### config.mk
export PLATFORM = sky130hd
export DESIGN_NAME = cmw_clock_ctrl
export DESIGN_NICKNAME = d
export VERILOG_FILES = /design/src/inc/cmw_pkg.sv /design/src/design/cmw_clock_ctrl.sv
export SDC_FILE = /design/constraint.sdc
export NUM_CORES = 1
export LEC_CHECK = 0
export ABC_AREA = 1
export BUFFER_PORTS_ARGS = -buffer_cell sky130_fd_sc_hd__buf_2
export CAP_MARGIN = 10
export CORE_MARGIN = 1.5
export CORE_UTILIZATION = 45
export CTS_CLUSTER_DIAMETER = 120
export CTS_CLUSTER_SIZE = 8
export DETAILED_ROUTE_END_ITERATION = 6
export PLACE_DENSITY = 0.69
export SYNTH_ARGS = -nofsm -noshare
export SYNTH_HDL_FRONTEND = slang
export SYNTH_SLANG_ARGS = --single-unit
### constraint.sdc
create_clock -name aclk -period 3.4 [get_ports aclk]
set_input_delay 1.02 -clock aclk [delete_from_list [all_inputs] [get_ports aclk]]
set_output_delay 1.02 -clock aclk [all_outputs]
set_load 0.02 [all_outputs]
### src/inc/cmw_pkg.sv
// constants and types for the cpu clock mode and oscillator watchdog block
package cmw_pkg;
	// register byte offsets
	localparam logic [3:0] REG_SYSCFG = 4'h0;
	localparam logic [3:0] REG_IRQ_STAT = 4'h4;
	localparam logic [3:0] REG_IRQ_MASK = 4'h8;
	localparam logic [3:0] REG_MODE = 4'hc;
	// field positions
	localparam int OWD_DIS_BIT = 4;
	localparam int IRQ_FAIL_BIT = 0;
	localparam int MODE_STRAP_LSB = 0;
	localparam int MODE_SRC_LSB = 4;
	localparam int MODE_PLL_BIT = 8;
	localparam int MODE_FAIL_BIT = 9;
	// reset values
	localparam logic OWD_DIS_RST = 1'b0;
	localparam logic IRQ_MASK_RST = 1'b0;
	// strap codes with special meaning
	localparam logic [2:0] STRAP_DIRECT = 3'h3;
	localparam logic [2:0] STRAP_PRESC = 3'h1;
	// watchdog overflow count in free-running pll cycles
	localparam logic [4:0] WDT_OVF = 5'h10;
	// timing
	localparam int CLK_PERIOD_NS = 5;
	localparam int FREE_PERIOD_NS = 200;
	localparam int FREE_HALF_CYC = FREE_PERIOD_NS / (2 * CLK_PERIOD_NS);
	// axi responses
	localparam logic [1:0] RESP_OKAY = 2'h0;
	localparam logic [1:0] RESP_SLVERR = 2'h2;
	// clock source state, gray coded
	typedef enum logic [1:0] {
		SRC_PLL = 2'h0,
		SRC_DIRECT = 2'h1,
		SRC_PRESC = 2'h3,
		SRC_FAIL = 2'h2
	} cmw_src_e;

	// twice the frequency factor, so 1.5 and 2.5 stay whole
	function automatic logic [3:0] cmw_factor2(input logic [2:0] code);
		case (code)
			3'h7: cmw_factor2 = 4'h8;
			3'h6: cmw_factor2 = 4'h6;
			3'h5: cmw_factor2 = 4'h4;
			3'h4: cmw_factor2 = 4'ha;
			3'h3: cmw_factor2 = 4'h2;
			3'h2: cmw_factor2 = 4'h3;
			3'h1: cmw_factor2 = 4'h1;
			default: cmw_factor2 = 4'h5;
		endcase
	endfunction : cmw_factor2

	function automatic cmw_src_e cmw_decode(input logic [2:0] code);
		if (code == STRAP_DIRECT) begin
			cmw_decode = SRC_DIRECT;
		end else if (code == STRAP_PRESC) begin
			cmw_decode = SRC_PRESC;
		end else begin
			cmw_decode = SRC_PLL;
		end
	endfunction : cmw_decode
endpackage : cmw_pkg

### src/design/cmw_clock_ctrl.sv
// cpu clock mode selection, pll model, oscillator watchdog, axi4-lite regs
//
// The placing of the registers and the AXI4-Lite interface to the registers were chosen for this implementation.
`timescale 1ns/1ps
module cmw_clock_ctrl import cmw_pkg::*; #(
	parameter int PER_W = 16
) (
	input wire logic aclk,
	input wire logic aresetn,
	input wire logic [2:0] clock_mode_strap_pins,
	input wire logic clock_input_pin,
	output logic cpu_clk,
	output logic pll_enable,
	output logic clk_fail,
	output logic irq,
	input wire logic [3:0] s_axi_awaddr,
	input wire logic [2:0] s_axi_awprot,
	input wire logic s_axi_awvalid,
	output logic s_axi_awready,
	input wire logic [31:0] s_axi_wdata,
	input wire logic [3:0] s_axi_wstrb,
	input wire logic s_axi_wvalid,
	output logic s_axi_wready,
	output logic [1:0] s_axi_bresp,
	output logic s_axi_bvalid,
	input wire logic s_axi_bready,
	input wire logic [3:0] s_axi_araddr,
	input wire logic [2:0] s_axi_arprot,
	input wire logic s_axi_arvalid,
	output logic s_axi_arready,
	output logic [31:0] s_axi_rdata,
	output logic [1:0] s_axi_rresp,
	output logic s_axi_rvalid,
	input wire logic s_axi_rready
);
	// strap, source and clocks
	logic [2:0] strap_r;
	cmw_src_e src_r, src_nxt;
	logic xin_r;
	logic [PER_W-1:0] per_cnt_r, per_cnt_nxt;
	logic [PER_W-1:0] period_r, period_nxt;
	logic [PER_W-1:0] acc_r, acc_nxt;
	logic cpu_clk_r, cpu_clk_nxt;
	logic pll_en_r, pll_en_nxt;
	logic clk_fail_r, clk_fail_nxt;
	logic [PER_W-1:0] free_cnt_r, free_cnt_nxt;
	logic free_clk_r, free_clk_nxt;
	logic [4:0] wdt_r, wdt_nxt;
	logic fail_evt;
	logic xin_edge, xin_rise, free_rise;
	logic [PER_W:0] acc_sum;
	// registers
	logic owd_dis_r, owd_dis_nxt;
	logic stat_r, stat_nxt;
	logic mask_r, mask_nxt;
	logic irq_r, irq_nxt;
	// axi
	logic [3:0] awaddr_r, awaddr_nxt;
	logic aw_held_r, aw_held_nxt;
	logic [31:0] wdata_r, wdata_nxt;
	logic [3:0] wstrb_r, wstrb_nxt;
	logic w_held_r, w_held_nxt;
	logic awready_r, awready_nxt;
	logic wready_r, wready_nxt;
	logic bvalid_r, bvalid_nxt;
	logic [1:0] bresp_r, bresp_nxt;
	logic arready_r, arready_nxt;
	logic rvalid_r, rvalid_nxt;
	logic [31:0] rdata_r, rdata_nxt;
	logic [1:0] rresp_r, rresp_nxt;
	logic do_write;
	logic wr_stat_clr;

	function automatic logic cmw_mapped(input logic [3:0] a);
		cmw_mapped = (a == REG_SYSCFG) || (a == REG_IRQ_STAT) ||
			(a == REG_IRQ_MASK) || (a == REG_MODE);
	endfunction : cmw_mapped

	assign xin_edge = clock_input_pin != xin_r;
	assign xin_rise = clock_input_pin && !xin_r;
	assign free_rise = free_clk_nxt && !free_clk_r;
	assign acc_sum = {1'b0, acc_r} +
		{{(PER_W-3){1'b0}}, cmw_factor2(strap_r)};

	// clock generation and watchdog
	always_comb begin
		src_nxt = src_r;
		per_cnt_nxt = per_cnt_r + 1'b1;
		period_nxt = period_r;
		acc_nxt = acc_r;
		cpu_clk_nxt = cpu_clk_r;
		free_cnt_nxt = free_cnt_r;
		free_clk_nxt = free_clk_r;
		wdt_nxt = wdt_r;
		fail_evt = 1'b0;
		if (xin_rise) begin
			// new period takes effect without clearing phase
			period_nxt = per_cnt_r + 1'b1;
			per_cnt_nxt = '0;
		end
		// free-running pll oscillator
		if (pll_en_r && src_r != SRC_PLL) begin
			if (free_cnt_r == PER_W'(FREE_HALF_CYC - 1)) begin
				free_cnt_nxt = '0;
				free_clk_nxt = !free_clk_r;
			end else begin
				free_cnt_nxt = free_cnt_r + 1'b1;
			end
		end else begin
			free_cnt_nxt = '0;
			free_clk_nxt = 1'b0;
		end
		case (src_r)
			SRC_PLL: begin
				// toggles 2F times per input period
				if (period_r != '0) begin
					if (acc_sum >= {1'b0, period_r}) begin
						acc_nxt = PER_W'(acc_sum - {1'b0, period_r});
						cpu_clk_nxt = !cpu_clk_r;
					end else begin
						acc_nxt = acc_sum[PER_W-1:0];
					end
				end
			end
			SRC_DIRECT: begin
				cpu_clk_nxt = clock_input_pin;
			end
			SRC_PRESC: begin
				if (xin_rise) begin
					cpu_clk_nxt = !cpu_clk_r;
				end
			end
			SRC_FAIL: begin
				cpu_clk_nxt = free_clk_r;
			end
			default: begin
				src_nxt = SRC_PLL;
			end
		endcase
		if ((src_r == SRC_DIRECT || src_r == SRC_PRESC) && !owd_dis_r) begin
			if (xin_edge) begin
				wdt_nxt = '0;
			end else if (free_rise) begin
				wdt_nxt = wdt_r + 1'b1;
			end
			if (wdt_r == WDT_OVF) begin
				fail_evt = 1'b1;
				src_nxt = SRC_FAIL;
				wdt_nxt = '0;
			end
		end else begin
			wdt_nxt = '0;
		end
		pll_en_nxt = (src_nxt == SRC_PLL) || (src_nxt == SRC_FAIL) ||
			!owd_dis_nxt;
		clk_fail_nxt = src_nxt == SRC_FAIL;
	end

	always_ff @(posedge aclk) begin
		if (!aresetn) begin
			strap_r <= clock_mode_strap_pins;
			src_r <= cmw_decode(clock_mode_strap_pins);
			xin_r <= 1'b0;
			per_cnt_r <= '0;
			period_r <= '0;
			acc_r <= '0;
			cpu_clk_r <= 1'b0;
			pll_en_r <= 1'b1;
			clk_fail_r <= 1'b0;
			free_cnt_r <= '0;
			free_clk_r <= 1'b0;
			wdt_r <= '0;
		end else begin
			xin_r <= clock_input_pin;
			src_r <= src_nxt;
			per_cnt_r <= per_cnt_nxt;
			period_r <= period_nxt;
			acc_r <= acc_nxt;
			cpu_clk_r <= cpu_clk_nxt;
			pll_en_r <= pll_en_nxt;
			clk_fail_r <= clk_fail_nxt;
			free_cnt_r <= free_cnt_nxt;
			free_clk_r <= free_clk_nxt;
			wdt_r <= wdt_nxt;
		end
	end

	// axi4-lite slave
	assign do_write = aw_held_r && w_held_r && !bvalid_r;
	assign wr_stat_clr = do_write && awaddr_r == REG_IRQ_STAT &&
		wstrb_r[0] && wdata_r[IRQ_FAIL_BIT];

	always_comb begin
		awaddr_nxt = awaddr_r;
		aw_held_nxt = aw_held_r;
		wdata_nxt = wdata_r;
		wstrb_nxt = wstrb_r;
		w_held_nxt = w_held_r;
		bvalid_nxt = bvalid_r;
		bresp_nxt = bresp_r;
		arready_nxt = 1'b0;
		rvalid_nxt = rvalid_r;
		rdata_nxt = rdata_r;
		rresp_nxt = rresp_r;
		owd_dis_nxt = owd_dis_r;
		mask_nxt = mask_r;
		if (s_axi_awvalid && !aw_held_r) begin
			awaddr_nxt = s_axi_awaddr;
			aw_held_nxt = 1'b1;
		end
		if (s_axi_wvalid && !w_held_r) begin
			wdata_nxt = s_axi_wdata;
			wstrb_nxt = s_axi_wstrb;
			w_held_nxt = 1'b1;
		end
		if (do_write) begin
			aw_held_nxt = 1'b0;
			w_held_nxt = 1'b0;
			bvalid_nxt = 1'b1;
			bresp_nxt = cmw_mapped(awaddr_r) ? RESP_OKAY : RESP_SLVERR;
			if (awaddr_r == REG_SYSCFG && wstrb_r[0]) begin
				owd_dis_nxt = wdata_r[OWD_DIS_BIT];
			end else if (awaddr_r == REG_IRQ_MASK && wstrb_r[0]) begin
				mask_nxt = wdata_r[IRQ_FAIL_BIT];
			end
		end
		if (bvalid_r && s_axi_bready) begin
			bvalid_nxt = 1'b0;
		end
		if (s_axi_arvalid && !arready_r && !rvalid_r) begin
			arready_nxt = 1'b1;
			rvalid_nxt = 1'b1;
			rresp_nxt = RESP_OKAY;
			rdata_nxt = '0;
			if (s_axi_araddr == REG_SYSCFG) begin
				rdata_nxt[OWD_DIS_BIT] = owd_dis_r;
			end else if (s_axi_araddr == REG_IRQ_STAT) begin
				rdata_nxt[IRQ_FAIL_BIT] = stat_r;
			end else if (s_axi_araddr == REG_IRQ_MASK) begin
				rdata_nxt[IRQ_FAIL_BIT] = mask_r;
			end else if (s_axi_araddr == REG_MODE) begin
				rdata_nxt[MODE_STRAP_LSB +: 3] = strap_r;
				rdata_nxt[MODE_SRC_LSB +: 2] = src_r;
				rdata_nxt[MODE_PLL_BIT] = pll_en_r;
				rdata_nxt[MODE_FAIL_BIT] = src_r == SRC_FAIL;
			end else begin
				rresp_nxt = RESP_SLVERR;
			end
		end else if (rvalid_r && s_axi_rready) begin
			rvalid_nxt = 1'b0;
		end
		// set wins over write-one-to-clear
		stat_nxt = fail_evt ? 1'b1 : (wr_stat_clr ? 1'b0 : stat_r);
		irq_nxt = stat_nxt && mask_nxt;
		awready_nxt = !aw_held_nxt;
		wready_nxt = !w_held_nxt;
	end

	always_ff @(posedge aclk) begin
		if (!aresetn) begin
			awaddr_r <= '0;
			aw_held_r <= 1'b0;
			wdata_r <= '0;
			wstrb_r <= '0;
			w_held_r <= 1'b0;
			awready_r <= 1'b1;
			wready_r <= 1'b1;
			bvalid_r <= 1'b0;
			bresp_r <= RESP_OKAY;
			arready_r <= 1'b0;
			rvalid_r <= 1'b0;
			rdata_r <= '0;
			rresp_r <= RESP_OKAY;
			owd_dis_r <= OWD_DIS_RST;
			stat_r <= 1'b0;
			mask_r <= IRQ_MASK_RST;
			irq_r <= 1'b0;
		end else begin
			awaddr_r <= awaddr_nxt;
			aw_held_r <= aw_held_nxt;
			wdata_r <= wdata_nxt;
			wstrb_r <= wstrb_nxt;
			w_held_r <= w_held_nxt;
			awready_r <= awready_nxt;
			wready_r <= wready_nxt;
			bvalid_r <= bvalid_nxt;
			bresp_r <= bresp_nxt;
			arready_r <= arready_nxt;
			rvalid_r <= rvalid_nxt;
			rdata_r <= rdata_nxt;
			rresp_r <= rresp_nxt;
			owd_dis_r <= owd_dis_nxt;
			stat_r <= stat_nxt;
			mask_r <= mask_nxt;
			irq_r <= irq_nxt;
		end
	end

	assign cpu_clk = cpu_clk_r;
	assign pll_enable = pll_en_r;
	assign clk_fail = clk_fail_r;
	assign irq = irq_r;
	assign s_axi_awready = awready_r;
	assign s_axi_wready = wready_r;
	assign s_axi_bvalid = bvalid_r;
	assign s_axi_bresp = bresp_r;
	assign s_axi_arready = arready_r;
	assign s_axi_rvalid = rvalid_r;
	assign s_axi_rdata = rdata_r;
	assign s_axi_rresp = rresp_r;
endmodule : cmw_clock_ctrl

### Yosys cells after proc, flatten, opt, wreduce, memory -nomap -nowiden

Index checks and enable logic that the tools add are counted.

* word-level logic and storage cells: 161
* output and inout port bits: 45
* bits of input ports: 61
* bits in registers: 111

* $lt $le $gt $ge: 1
* add/sub/neg operators: 5
* equal/unequal tests: 25
* bitwise operators: 3
* multiplexer cells: 49
* reduce and logical (&&, ||, !) cells: 49

Operators by type and width (count)
* 2-bit 2-to-1 mux: 19
* 16-bit by 1-bit adder with 16-bit output, second input constant: 2
* 4-bit case mux with 7 select lines: 1
* 1-bit 2-to-1 mux: 25
* 1-bit logical AND: 18
* 16-bit by 4-bit adder with 17-bit output: 1
* 17-bit by 16-bit >= comparator with 1-bit output: 1
* 16-bit by 5-bit == test with 1-bit output, second input constant: 1
* 4-bit == test, second input constant: 4
* 16-bit 2-to-1 mux: 1
* 16-bit nonzero test: 1
* 16-bit subtractor: 1
* 3-bit == test, second input constant: 4
* 1-bit zero test: 12
* 3-bit by 2-bit == test with 1-bit output, second input constant: 3
* 4-bit by 3-bit == test with 1-bit output, second input constant: 2
* 4-bit zero test: 2
* 2-bit == test, second input constant: 3
* 3-bit by 1-bit == test with 1-bit output, second input constant: 2
* 1-bit logical OR: 6
* 3-bit 2-to-1 mux: 2
* 2-bit inequality test, second input constant: 3
* 5-bit by 1-bit adder with 5-bit output, second input constant: 1
* 5-bit == test, second input constant: 1
* other kinds (11): 16

### Longest topological paths before layout

* depth after elaboration: 8
* mapped depth: 26
* depth with buffers taken out: 25

### Worst setup path before layout

OpenSTA, ideal clock, no wires.

* path type: reg2reg
* start point: register strap_r[0]
* end point: register acc_r[11]
* path buffers: 0
* arrival: 3.443 ns
* stages on the path, launching flop included: 25
* setup time: 0.117 ns
* setup slack: -0.161 ns
* required time: 3.283 ns
* clock period less this slack: 3.561 ns
* path through: edfxtp_1 or2_2 a21oi_1 a21oi_1 ha_1 nand3b_1 nand2_1 nand2_2 nor2_1 nand3_1 xor2_1 inv_1 ha_1 nand2_1 nand2_1 a21oi_1 o21ai_2 nor2_4 nand3_4 nand2_4 clkinv_1 nand2_1 nand2_1 nor2_1 nor2_1

* cells in the longest elaborated chain, start to end: 5
* elaborated cells on any way between the ends: 12
* those cells by class: add/sub (2); order compare (1); eq/ne (7); mux (2)

Ends and longest elaborated chain
* start: declaration: RTL line cmw_clock_ctrl.sv:37 `logic [2:0] strap_r;`
* start signal: assignment: RTL line cmw_clock_ctrl.sv:161 `strap_r <= clock_mode_strap_pins;`
* 3-bit by 1-bit == test with 1-bit output (tied with other cells): RTL line cmw_pkg.sv:40 `case (code)`
* 4-bit case mux with 7 select lines (*): RTL line cmw_pkg.sv:40
* 16-bit by 4-bit adder with 17-bit output (*): RTL line cmw_clock_ctrl.sv:82 `assign acc_sum = {1'b0, acc_r} +`
* 16-bit subtractor or 17-bit by 16-bit >= comparator with 1-bit output (tied branches): RTL line cmw_clock_ctrl.sv:118, cmw_clock_ctrl.sv:117
* 16-bit 2-to-1 mux (*): RTL line cmw_clock_ctrl.sv:117 `if (acc_sum >= {1'b0, period_r}) begin`
* end signal: assignment: RTL line cmw_clock_ctrl.sv:178 `acc_r <= acc_nxt;`
* end: declaration: RTL line cmw_clock_ctrl.sv:42 `logic [PER_W-1:0] acc_r, acc_nxt;`

Mark *: on every way between the ends. The rest lies on a longest branch, timed or not.
A chain may end at the register's enable or synchronous reset.

### Worst setup path in the final report

* start point: register strap_r[0]
* end point: register acc_r[3]

Same word-level chain as after synthesis.

==> results by stage <==
Finish:
- Leaving out fill and tap cells, the most frequent cell in the layout is sky130_fd_sc_hd__nand2_1.
- The share of final-layout standard cells stronger than drive strength 1 is 0.228.
- The final layout net count is 1037.
- After filler insertion, the fill cell instance count of the layout stands at 1262.
- Summing all multi-input logic gate instances after layout gives 0.00363 mm2.
- The area growth from synthesis to layout is 24.4%.
- The area occupied by registers is 0.00215 mm2.
- Leaving out fill and tap cells, the most frequent cells in the layout are sky130_fd_sc_hd__nand2_1 (147), sky130_fd_sc_hd__inv_1 (122), sky130_fd_sc_hd__dfxtp_1 (103).
- 0 antenna diodes ended up in the layout.

Clock network:
- The depth of the CTS H-tree is 3.
- In this run, CTS created clock tree buffers numbering 9.
- Clock-pin slew was measured on the worst setup and hold paths at 0.08 ns.
- The clock passes through at most 2 buffers.
- TritonCTS built the clock tree.
- The worst-skew pair later-pin latency is 0.35 ns.
- Clock tree synthesis found a total of 106 sinks.
- The tree is rooted in a sky130_fd_sc_hd__clkbuf_16.

Critical path:
- The startpoint kind of the worst setup timing path is a register.
- The critical path launch point is strap_r[0].
- The cell at the slowest stage of the critical path is sky130_fd_sc_hd__edfxtp_1.
- Counting stages on the worst path, the most repeated cell is sky130_fd_sc_hd__nand2_2.
- The signal on the critical path passes through a21oi_2 > ha_2 > inv_2 > fa_2 > nand3b_1 > nand2_2 > nand2_4 > nor2_4 > nand3_2 > xor2_2 > inv_2 > ha_4 > nand2_2 > nand2_2 > a21oi_2 > o21ai_4 > nor2_4 > nand3_4 > nand2_8 > buf_6 > o21ai_2 > o21bai_1 > inv_1.
- In this run the critical register-to-register path is launched from strap_r[0].
- The largest driver fanout on the critical path is 6.
- The setup path with the least slack is of type reg2reg.
- The top cell family by delay on the critical path is simple AND/OR/NAND/NOR gates.
- The delay of the slowest critical-path stage is 0.46 ns.
- The number of buffer and inverter stages on the critical path is 4.
- The endpoint required time on the critical path is 3.65 ns.
- STA classifies the critical path endpoint as a register.
- The data arrival time of the critical path is 3.84 ns.

Route:
- After detailed routing, the met3 layer carries 405 um of wire.
- The count of antenna-violating nets left after detailed routing is 0.
- The first detailed-routing pass took 5 iterations.
- The number of remaining DRC errors is 0.
- The met2 layer wire length in the routed design is 6400 um.
- The routed layout has 5468 vias.
- Using the TritonRoute via totals, the vias-per-cell ratio works out to 4.86.
- Summed over all layers, the routed wires come to 13300 um.
- The detailed router used layers up to and including met4.
- After detailed routing, the average wire length per cell comes to 11.8 um.
- The detailed router finished its first iteration with 216 violations.
- For this block, wires on met1 add up to 6150 um.

Logic synthesis:
- The top-area cell type share of the netlist area is 0.341.
- The number of synthesized register bits is 106.
- Of the total synthesized cell area, the portion taken by full adders, half adders and majority gates is 0.0666.
- The synthesized design contains 3 enable-type register cells.
- The part of the Yosys area used for sequential elements is 0.356.
- Of the post-synthesis cell area, the part taken by muxes is 0.
- The simple logic cell fraction of the synthesized area is 0.279.
- After synthesis, the largest family of logic cells by area is simple AND/OR/NAND/NOR gates.
- The biggest area contributor in the post-synthesis netlist is sky130_fd_sc_hd__dfxtp_1.
- The synthesized netlist occupies a cell area of 0.00605 mm2.
- The Yosys step of the flow raised 0 warnings.
- The cell count after synthesis is 845.
- In the synthesized netlist the async set-or-reset flop fraction comes to 0.
- The number of different library cells in the post-synthesis netlist is 50.
- The post-synthesis compound-gate area fraction is 0.111.
- The average instance area after synthesis is 7.16 um2.
- Of the total synthesized cell area, the portion taken by XOR and XNOR cells is 0.0594.
- Ranked by total cell area, the synthesized netlist is headed by sky130_fd_sc_hd__dfxtp_1 (34%), sky130_fd_sc_hd__nand2_1 (10%), sky130_fd_sc_hd__inv_1 (8.1%).
- In the synthesized netlist the dominant register cell turns out to be sky130_fd_sc_hd__dfxtp_1.

Run:
- The max-capacitance violation count is 0.

Power:
- For this design the static power due to leakage is 0.00340 uW.
- The total power is 4890 uW.
- The total power divided by cell area is 650 mW/mm2.
- The peak supply drop is 0.000437 V.

Hold path:
- The worst min-delay path category is reg2reg.
- The worst hold path begins at free_cnt_r[0].

Global routing:
- The total global routing overflow is 0.
- The total routing resource utilization after global routing is 0.193.
- The number of antenna violations at the first check in global routing is 0.
- The first global-routing pass estimated 22600 um of wire.
- The number of global-route vias before repair is 5083.
- Entering global routing, the biggest net connects 34 pins.

Outcome:
- The checks that failed: setup timing.
- The run finished, with violations left.

Floorplan:
- The die covers 0.0141 mm2.
- The die boundary width is 119 um.
- The effective utilization at floorplan is 0.459.
- 106 I/O pins were placed.
- The core region is 0.0132 mm2.
- The number of rows created at floorplan is 42.
- The vertical extent of the die is 119 um.

Placed design:
- In this run the tool buffered the top-level ports with 39 buffer cells.
- After legalization and detailed placement, the total HPWL measured 9710 um.
- Routability-driven placement finished with a final weighted congestion of 0.886.

Timing:
- Dividing the final minimum period by the clock period gives 1.06.
- The number of pins exceeding their max-slew limit in the final report is 0.
- Setup repair after global routing could not meet its margin everywhere.
- Across all setup checks in the final design, the least slack found is -0.189 ns.
- Headroom to the max-slew limit came out at 0.477.
- Setup violations remaining at the end of the flow were counted as 17.
- The fmax is 279 MHz.
- The final critical delay including setup and external delays is 3.59 ns.
- Across the routed clock network, the largest skew measured is 0.00856 ns.
- Final hold analysis gives a worst-case slack of 0.455 ns.
- At the pin with the least slew margin, the transition time is 0.784 ns.
- The final hold violation count is 0.
final cells by class:
| class | instances | area share |
|---|---|---|
| clock buffers | 9 | 0.0299 |
| clock inverters | 7 | 0.0106 |
| inverters | 133 | 0.0674 |
| multi-input cells | 591 | 0.483 |
| flip-flops and latches | 106 | 0.286 |
| well taps | 176 | 0.0293 |
| repair buffers | 104 | 0.0935 |
cell families (layout without fill, tap and decap cells):
logic type,count (synthesis),after routing
compound gates,116,116
simple gates,376,376
flops,106,106
fa+ha+maj,31,31
other cells,1,27
buf+inv,174,253
xor+xnor,41,41
path summary, 6_finish.rpt:
check / endpoint / depth (start not counted) / slack, ns
setup / recovery: acc_r[3] / 23 / -0.19
hold / removal: free_cnt_r[0] / 1 / 0.46
setup reg to reg: acc_r[3] / 23 / -0.19
hold reg to reg: free_cnt_r[0] / 1 / 0.46
synth_stat cells, types with 4 or more instances:
cell                       number
sky130_fd_sc_hd__o21ai_0       38
sky130_fd_sc_hd__xor2_1        31
sky130_fd_sc_hd__nand2_1      165
sky130_fd_sc_hd__xnor2_1       10
sky130_fd_sc_hd__nor2_1        91
sky130_fd_sc_hd__clkbuf_1       9
sky130_fd_sc_hd__dfxtp_1      103
sky130_fd_sc_hd__a21oi_1       44
sky130_fd_sc_hd__nor3_1        19
sky130_fd_sc_hd__ha_1          29
sky130_fd_sc_hd__nand3_1       44
sky130_fd_sc_hd__or2_2          5
sky130_fd_sc_hd__nand3b_1       5
sky130_fd_sc_hd__nor4_1         9
sky130_fd_sc_hd__inv_1        130
sky130_fd_sc_hd__nand4_1       17
sky130_fd_sc_hd__buf_4         27
sky130_fd_sc_hd__a31oi_1        7
sky130_fd_sc_hd__and2_1         4
sky130_fd_sc_hd__o22ai_1       13
sequential cells by signal, indices dropped and copies added (netlist names), 3 cells and up:
name         flops
free_cnt_r      16
strap_r          3
period_r        16
s_axi_rdata      7
wdt_r            5
awaddr_r         4
per_cnt_r       16
acc_r           16
stage by stage:
stage	cells	setup slack, ns	util	instance area (um2)	TNS [ns]
floorplan	871	0.00560	-	6240	0
global placement	1096	-0.274	0.513	6770	-3.20
detailed placement	1096	-0.325	0.513	6770	-4.09
CTS	1119	-0.243	0.546	7200	-3.43
global route	1126	-0.438	0.570	7520	-6.93
finish	1126	-0.189	0.570	7520	-2.58
routing by layer:
metal / up-vias / track usage
li1: 2859 / -
met1: 2501 / 0.239
met2: 84 / 0.338
met3: 24 / 0.0345
met4: 0 / 0.0663
met5: - / 0
where the power goes:
group	switching (uW)	internal, uW
clock	535	528
sequential	69.8	1320
combinational	1370	1060
total	1980	2910
timing repair:
action / 4_1_cts / 5_1_grt
setup buffers: 6 / 7
cloned: 1 / 0
gates resized for setup: 23 / 60
setup endpoints to repair: 17 / 17
pin swaps: 23 / 41
hold buffers: 0 / 0
Power figures use the tool's default switching activity.
